<file path="config.mk">
export PLATFORM = sky130hd
export DESIGN_NAME = control_location_arbiter
export DESIGN_NICKNAME = d
export VERILOG_FILES = /design/src/rtl/arbiter_pkg.sv /design/src/rtl/supv_if.sv /design/src/rtl/control_location_arbiter.sv /design/src/rtl/link_supervisor.sv
export SDC_FILE = /design/constraint.sdc
export NUM_CORES = 1
export LEC_CHECK = 0
export BUFFER_PORTS_ARGS = -buffer_cell sky130_fd_sc_hd__buf_4
export CORE_MARGIN = 1
export CORE_UTILIZATION = 55
export DETAILED_ROUTE_END_ITERATION = 16
export MAX_ROUTING_LAYER = met4
export PLACE_DENSITY = 0.82
export SYNTH_ARGS = -nofsm -noshare
export SYNTH_HDL_FRONTEND = slang
export SYNTH_SLANG_ARGS = --single-unit
</file>
<file path="constraint.sdc">
create_clock -name clk -period 3.1 [get_ports clk]
set_input_delay 0.31 -clock clk [delete_from_list [all_inputs] [get_ports clk]]
set_output_delay 0.31 -clock clk [all_outputs]
set_load 0.1 [all_outputs]
</file>
<file path="src/rtl/arbiter_pkg.sv">
package arbiter_pkg;
	// Number of digital ports that may take remote control
	localparam int NUM_PORTS = 4;
	// Width of a port index
	localparam int PORT_W = 2;
	// Width of the supervision timeout counter in block clock ticks
	localparam int TMO_W = 24;
	// Reset value of the timeout reload in ticks
	localparam logic [23:0] TMO_RESET = 24'h0f4240;
	// Reset value of the supervision enable
	localparam logic SUPV_EN_RESET = 1'b0;
	// Control locations
	typedef enum logic [1:0] {LOC_PANEL, LOC_ANALOG, LOC_DIGITAL, LOC_LOCAL} location_t;
endpackage

</file>
<file path="src/rtl/supv_if.sv">
`timescale 1ns/1ps
// Signals between the arbiter and its link supervisor
interface supv_if;
	import arbiter_pkg::*;
	logic active; // Digital remote control held and supervision on
	logic restart; // Complete message seen on the held port
	logic [TMO_W-1:0] reload; // Timeout period for the next run
	logic expired; // One-cycle pulse when the period runs out
	modport arb (output active, output restart, output reload, input expired);
	modport supv (input active, input restart, input reload, output expired);
endinterface

</file>
<file path="src/rtl/control_location_arbiter.sv">
`timescale 1ns/1ps
module control_location_arbiter
	import arbiter_pkg::*;
(
	input wire logic clk,
	input wire logic rst_n,
	input wire logic analogRemote_n, // Takeover pin, low requests remote
	input wire logic panelLock, // Allow-remote inhibit from panel
	input wire logic [NUM_PORTS-1:0] remoteReq, // Pulse: port asks for remote control
	input wire logic [NUM_PORTS-1:0] remoteRel, // Pulse: port gives up remote control
	input wire logic [NUM_PORTS-1:0] msgGood, // Pulse: complete well-formed message
	input wire logic [NUM_PORTS-1:0] supvCmdValid, // Pulse: supervision command
	input wire logic [NUM_PORTS-1:0] supvCmdEnable, // Enable value of that command
	input wire logic [NUM_PORTS-1:0] tmoWrValid, // Pulse: new timeout written
	input wire logic [TMO_W-1:0] tmoWrData, // Timeout value in ticks
	input wire logic stayOnAfterRemote, // Stored after-remote parameter, 1 keeps output on
	input wire logic outputOn, // Output currently on
	output logic [1:0] location, // Current control location
	output logic [PORT_W-1:0] ctrlPort, // Port holding digital control
	output logic [NUM_PORTS-1:0] reqError, // Pulse: request refused, per port
	output logic [NUM_PORTS-1:0] reqAck, // Pulse: request granted, per port
	output logic panelAdjustAllowed, // Panel may adjust set values
	output logic [NUM_PORTS-1:0] remoteAdjustAllowed, // Port may adjust set values
	output logic outputOffReq, // Pulse: switch output off after timeout
	output logic timeoutEvent, // Pulse: supervision expired
	output logic supvEnabled // Supervision enable state
);
	supv_if sv();

	logic pinMeta_r, pinSync_r; // Takeover pin synchroniser
	logic lockMeta_r, lockSync_r; // Lock synchroniser
	location_t loc_r, loc_nxt; // Control location
	logic [PORT_W-1:0] port_r, port_nxt; // Holding port index
	logic supvEn_r, supvEn_nxt; // Supervision enable
	logic [TMO_W-1:0] reload_r, reload_nxt; // Pending timeout value
	logic [NUM_PORTS-1:0] err_r, err_nxt; // Refusal pulses
	logic [NUM_PORTS-1:0] ack_r, ack_nxt; // Grant pulses
	logic offReq_r, offReq_nxt; // Output-off pulse
	logic tmoEv_r, tmoEv_nxt; // Timeout event pulse
	logic panelAdj_r, panelAdj_nxt; // Panel adjust permission
	logic [NUM_PORTS-1:0] remAdj_r, remAdj_nxt; // Remote adjust permission
	logic analogWant; // Pin asks for analog remote
	logic lockOn; // Panel-only lock set

	// Lowest-numbered asserted bit wins
	function automatic logic [PORT_W-1:0] firstBit(input logic [NUM_PORTS-1:0] v);
		logic [PORT_W-1:0] idx;
		idx = '0;
		for (int i = NUM_PORTS - 1; i >= 0; i--)
		begin
			if (v[i])
			begin
				idx = PORT_W'(i);
			end
		end
		return idx;
	endfunction

	// Two-flop synchronisers for the external levels
	always_ff @(posedge clk or negedge rst_n)
	begin
		if (!rst_n)
		begin
			pinMeta_r <= 1'b1;
			pinSync_r <= 1'b1;
			lockMeta_r <= 1'b0;
			lockSync_r <= 1'b0;
		end
		else
		begin
			pinMeta_r <= analogRemote_n;
			pinSync_r <= pinMeta_r;
			lockMeta_r <= panelLock;
			lockSync_r <= lockMeta_r;
		end
	end

	assign analogWant = !pinSync_r;
	assign lockOn = lockSync_r;

	// Location arbitration and supervision settings
	always_comb
	begin
		loc_nxt = loc_r;
		port_nxt = port_r;
		supvEn_nxt = supvEn_r;
		reload_nxt = reload_r;
		err_nxt = '0;
		ack_nxt = '0;
		offReq_nxt = 1'b0;
		tmoEv_nxt = 1'b0;
		// Supervision commands from any port at any time
		if (|supvCmdValid)
		begin
			supvEn_nxt = supvCmdEnable[firstBit(supvCmdValid)];
		end
		if (|tmoWrValid)
		begin
			reload_nxt = tmoWrData;
		end
		case (loc_r)
			LOC_PANEL:
			begin
				if (lockOn)
				begin
					loc_nxt = LOC_LOCAL;
					err_nxt = remoteReq;
				end
				else if (analogWant)
				begin
					loc_nxt = LOC_ANALOG;
					err_nxt = remoteReq;
				end
				else if (|remoteReq)
				begin
					loc_nxt = LOC_DIGITAL;
					port_nxt = firstBit(remoteReq);
					ack_nxt = NUM_PORTS'(1) << firstBit(remoteReq);
					err_nxt = remoteReq & ~ack_nxt;
				end
			end
			LOC_ANALOG:
			begin
				err_nxt = remoteReq;
				if (lockOn)
				begin
					loc_nxt = LOC_LOCAL;
				end
				else if (!analogWant)
				begin
					loc_nxt = LOC_PANEL;
				end
			end
			LOC_DIGITAL:
			begin
				// Analog pin has no effect here
				err_nxt = remoteReq & ~(NUM_PORTS'(1) << port_r);
				ack_nxt = remoteReq & (NUM_PORTS'(1) << port_r);
				if (lockOn)
				begin
					loc_nxt = LOC_LOCAL;
				end
				else if (sv.expired)
				begin
					loc_nxt = LOC_PANEL;
					tmoEv_nxt = 1'b1;
					offReq_nxt = outputOn && !stayOnAfterRemote;
				end
				else if (remoteRel[port_r])
				begin
					loc_nxt = LOC_PANEL;
				end
			end
			LOC_LOCAL:
			begin
				err_nxt = remoteReq;
				if (!lockOn)
				begin
					// Analog resumes only if pin still low; digital must ask again
					loc_nxt = analogWant ? LOC_ANALOG : LOC_PANEL;
				end
			end
			default:
			begin
				loc_nxt = LOC_PANEL;
			end
		endcase
		// Adjust permissions follow the next location
		panelAdj_nxt = (loc_nxt == LOC_PANEL) || (loc_nxt == LOC_LOCAL);
		remAdj_nxt = (loc_nxt == LOC_DIGITAL) ? (NUM_PORTS'(1) << port_nxt) : '0;
	end

	// Register arbitration state
	always_ff @(posedge clk or negedge rst_n)
	begin
		if (!rst_n)
		begin
			loc_r <= LOC_PANEL;
			port_r <= '0;
			supvEn_r <= SUPV_EN_RESET;
			reload_r <= TMO_RESET;
			err_r <= '0;
			ack_r <= '0;
			offReq_r <= 1'b0;
			tmoEv_r <= 1'b0;
			panelAdj_r <= 1'b1;
			remAdj_r <= '0;
		end
		else
		begin
			loc_r <= loc_nxt;
			port_r <= port_nxt;
			supvEn_r <= supvEn_nxt;
			reload_r <= reload_nxt;
			err_r <= err_nxt;
			ack_r <= ack_nxt;
			offReq_r <= offReq_nxt;
			tmoEv_r <= tmoEv_nxt;
			panelAdj_r <= panelAdj_nxt;
			remAdj_r <= remAdj_nxt;
		end
	end

	// Supervisor hookup; own timer, unrelated to any network timeout
	assign sv.active = (loc_r == LOC_DIGITAL) && supvEn_r;
	assign sv.restart = msgGood[port_r];
	assign sv.reload = reload_r;

	link_supervisor u_supv
	(
		.clk(clk),
		.rst_n(rst_n),
		.sv(sv)
	);

	// Outputs straight from flops; status reads are never gated
	assign location = loc_r;
	assign ctrlPort = port_r;
	assign reqError = err_r;
	assign reqAck = ack_r;
	assign panelAdjustAllowed = panelAdj_r;
	assign remoteAdjustAllowed = remAdj_r;
	assign outputOffReq = offReq_r;
	assign timeoutEvent = tmoEv_r;
	assign supvEnabled = supvEn_r;
endmodule

</file>
<file path="src/rtl/link_supervisor.sv">
`timescale 1ns/1ps
// Watchdog that counts block clock ticks between messages
module link_supervisor
	import arbiter_pkg::*;
(
	input wire logic clk,
	input wire logic rst_n,
	supv_if.supv sv
);
	logic [TMO_W-1:0] count_r, count_nxt; // Ticks left in current period
	logic [TMO_W-1:0] period_r, period_nxt; // Period now in force
	logic expired_r, expired_nxt; // Expiry pulse

	// Next-state of the down counter
	always_comb
	begin
		count_nxt = count_r;
		period_nxt = period_r;
		expired_nxt = 1'b0;
		if (!sv.active)
		begin
			// Idle: reload so a new run starts full
			period_nxt = sv.reload;
			count_nxt = sv.reload;
		end
		else if (sv.restart)
		begin
			count_nxt = period_r;
		end
		else if (count_r <= TMO_W'(1))
		begin
			// Period elapsed: expire and take any new value
			expired_nxt = 1'b1;
			period_nxt = sv.reload;
			count_nxt = sv.reload;
		end
		else
		begin
			count_nxt = count_r - TMO_W'(1);
		end
	end

	// Register the counter
	always_ff @(posedge clk or negedge rst_n)
	begin
		if (!rst_n)
		begin
			count_r <= TMO_RESET;
			period_r <= TMO_RESET;
			expired_r <= 1'b0;
		end
		else
		begin
			count_r <= count_nxt;
			period_r <= period_nxt;
			expired_r <= expired_nxt;
		end
	end

	assign sv.expired = expired_r;
endmodule

</file>
==> impl_metrics.json <==
{
  "timing.final.ws_setup_ns": 0.317,
  "max_freq_ghz": 0.359,
  "vdd_drop_max_uv": 314,
  "cts-root-buf": "clkbuf_8",
  "worst_setup_path_end_kind": "register",
  "critPathRequiredTime_ns": 3.36,
  "gp_congestion": 0.829,
  "fin_util_pct": 69.0,
  "die_h_um": 92.3,
  "synth_seq_cells": 97,
  "layout.nets": 492,
  "leakagePower_nw": 2.33,
  "rsz0062_at_grt": "no",
  "die_w_um": 92.3,
  "cts_sinks": 97,
  "cap_violations": 0,
  "slew_headroom_pct": 45.3,
  "cts_max_level": 3,
  "r2r_start": "u_supv.count_r[0]$_DFF_PN0_",
  "synth_edf_count": 0,
  "avgViaCountPerCell": 5.62,
  "die_area_um2": 8510,
  "period_share_pct": 89.8,
  "ios": 74,
  "ant_nets": 0,
  "synthArstFlopShare_pct": 100,
  "clk_pin_slew_ns": 0.09,
  "cp-start-kind": "register",
  "cts_setup_buffers": 0,
  "syn_avg_cell_area_um2": 12.6,
  "path_max_fanout": 16,
  "route.vias.total": 3048,
  "tightest_slew_ns": 0.813,
  "layout-drive-gt1-share_pct": 40.9,
  "synth_fp_nets": 412,
  "ys_types": 54,
  "ys_warn_count": 0,
  "status": "complete, no violations",
  "final-hold-violation-count": 0,
  "min_period_ns": 2.78,
  "clock_latency_ns": 0.37,
  "worst_clock_skew_ns": 0.0104,
  "clockBufferDepth": 2,
  "drc": 0,
  "wirelength_mm": 8.79,
  "start_util_pct": 57.4,
  "diodes": 0,
  "grt_max_degree": 56,
  "grt_pass1_wl_mm": 14.6,
  "core_area_um2": 7810,
  "synth_area_um2": 4480,
  "grtUsageTotal_pct": 23.2,
  "wl_per_cell_um": 16.2,
  "port_buffers": 73,
  "synth_top_area_share_pct": 40.8,
  "fill_cells": 544,
  "hold_path.class": "in2reg",
  "power_density_nw_per_um2": 520,
  "timing.setup.tns_ns": 0,
  "worstHoldStart": "panelLock",
  "grt_antenna_before_repair": 0,
  "synthCells": 355,
  "synth_area_leaders": "dfrtp_1, dfstp_2, mux2_4",
  "grt_pass1_vias": 3027,
  "initialDrtViolationCount": 103,
  "pre_cts_ws_ns": 0.347,
  "synth-main-ff-cell": "dfrtp_1",
  "critical_path_class": "reg2reg",
  "cts_tree": "done",
  "cts_made_buffers": 9,
  "rows": 32,
  "area_growth_pct": 20.2,
  "setup-violations-final": 0,
  "cp-startpoint": "u_supv.count_r[0]$_DFF_PN0_",
  "worstPathArrival_ns": 3.04,
  "synth_area_leader_cell": "dfrtp_1",
  "ys_seq_area_share_pct": 54.8,
  "first_pass_iters": 4,
  "hpwl_mm": 6.11,
  "slew_viol_final": 0,
  "grt_overflow": 0
}
-- cell type report --
cell class / instances / area (µm²) / area share [%]
Clock buffer: 11 / 141 / 2.62
Clock inverter: 5 / 56.3 / 1.05
Inverter: 16 / 60.1 / 1.11
Multi-Input combinational cell: 229 / 1900 / 35.3
Sequential cell: 97 / 2460 / 45.6
Tap cell: 102 / 128 / 2.37
Timing Repair Buffer: 82 / 643 / 11.9
-- routing by layer --
metal,vias to the layer above,routed length (µm),GRT usage (%)
met2,85,4230,35.1
met5,-,0,-
li1,1443,-,-
met4,0,179,11.2
met3,18,353,4.06
met1,1502,4030,30.3
-- critical path, stage by stage, from the launching register on --
cell and delay, ns:
dfrtp_1 0.43, inv_1 0.09, ha_1 0.25, o2111ai_1 0.51
nor3_4 0.13, a21oi_4 0.65, buf_4 0.29, mux2_4 0.31
-- path summary, 6_finish.rpt --
kind,cells after the start,endpoint,slack (ns)
worst max-delay path,7,u_supv.period_r[15]$_DFFE_PN0P_,0.32
worst min-delay path,1,lockMeta_r$_DFF_PN0_,0.05
max in group asynchronous,3,u_supv.period_r[16]$_DFFE_PN1P_,1.94
worst min register to register,0,lockOn$_DFF_PN0_,0.35
worst max register to register,7,u_supv.period_r[15]$_DFFE_PN0P_,0.32
min in group asynchronous,2,u_supv.count_r[5]$_DFF_PN0_,0.45
-- cell families after synthesis --
| family | after synthesis | synth area share (%) |
|---|---|---|
| simple gates | 101 | 11.7 |
| flops | 97 | 54.8 |
| xor+xnor | 18 | 3.52 |
| compound gates | 52 | 9.83 |
| buf+inv | 29 | 3.04 |
| fa+ha+maj | 3 | 0.838 |
| mux | 55 | 16.2 |
-- placed cells by master, fill, tap and decap left out, types with 5 or more instances in the layout --
cell type,instances
clkbuf_8,10
dfstp_2,24
o221ai_1,7
a2bb2oi_1,5
mux2_2,25
nor3_1,11
nand2_1,17
inv_1,16
and2_1,5
dfrtp_1,73
o22a_1,5
buf_4,79
xor2_1,8
nor4_1,6
a221o_1,7
mux2_4,24
xnor2_1,10
nor2_1,33
o22ai_1,5
or3_1,5
-- Yosys cell counts, drive strengths merged, types with 2 or more instances --
| library cell | count |
|---|---|
| mux4 | 2 |
| o22ai | 5 |
| o21ai | 3 |
| nor4 | 7 |
| xor2 | 8 |
| nand3 | 3 |
| o31ai | 4 |
| a221o | 7 |
| a21oi | 4 |
| nor2b | 3 |
| nand4 | 3 |
| inv | 16 |
| o22a | 5 |
| xnor2 | 10 |
| mux2 | 49 |
| nor3b | 2 |
| nor2 | 33 |
| dfstp | 24 |
| a31oi | 3 |
| mux2i | 4 |
| dfrtp | 73 |
| nand2 | 17 |
| a2bb2oi | 5 |
| buf | 6 |
| clkbuf | 7 |
| o31a | 2 |
| and2 | 5 |
| or3 | 5 |
| nor3 | 12 |
| nand3b | 2 |
| ha | 3 |
| nand2b | 2 |
| or4 | 2 |
| o221ai | 7 |
-- flip-flops by register name, indices dropped and copies added (netlist names), 2 cells and up --
register	flops
reload_r	24
u_supv.count_r	24
u_supv.period_r	24
remoteAdjustAllowed	4
reqAck	4
reqError	4
ctrlPort	2
location	2
-- power by group --
part	internal (mW)	leakage [nW]	total (mW)	switching, mW
Clock	0.394	0.0993	0.816	0.422
Sequential	1.38	1.13	1.48	0.0945
Combinational	0.223	1.11	0.513	0.290
Total	2.00	2.33	2.80	0.807
-- metrics by stage --
step	hold slack (ns)	std cells	total power, mW	area (µm²)
6_report	0.0456	542	2.80	5390
5_1_grt	0.0354	542	2.92	5390
4_1_cts	0.0369	542	2.82	5390
3_5_place_dp	0.331	525	2.01	5180
3_3_place_gp	0.328	525	1.99	5180
2_1_floorplan	0.0144	355	1.83	4480
-- what timing repair did --
action                                  CTS  global route
endpoints found under the setup margin    0             0
endpoints found under the hold margin    27             0
gates resized for setup                   0             0
hold buffers                              1             0
No activity file was read; power rests on OpenSTA's default activity.
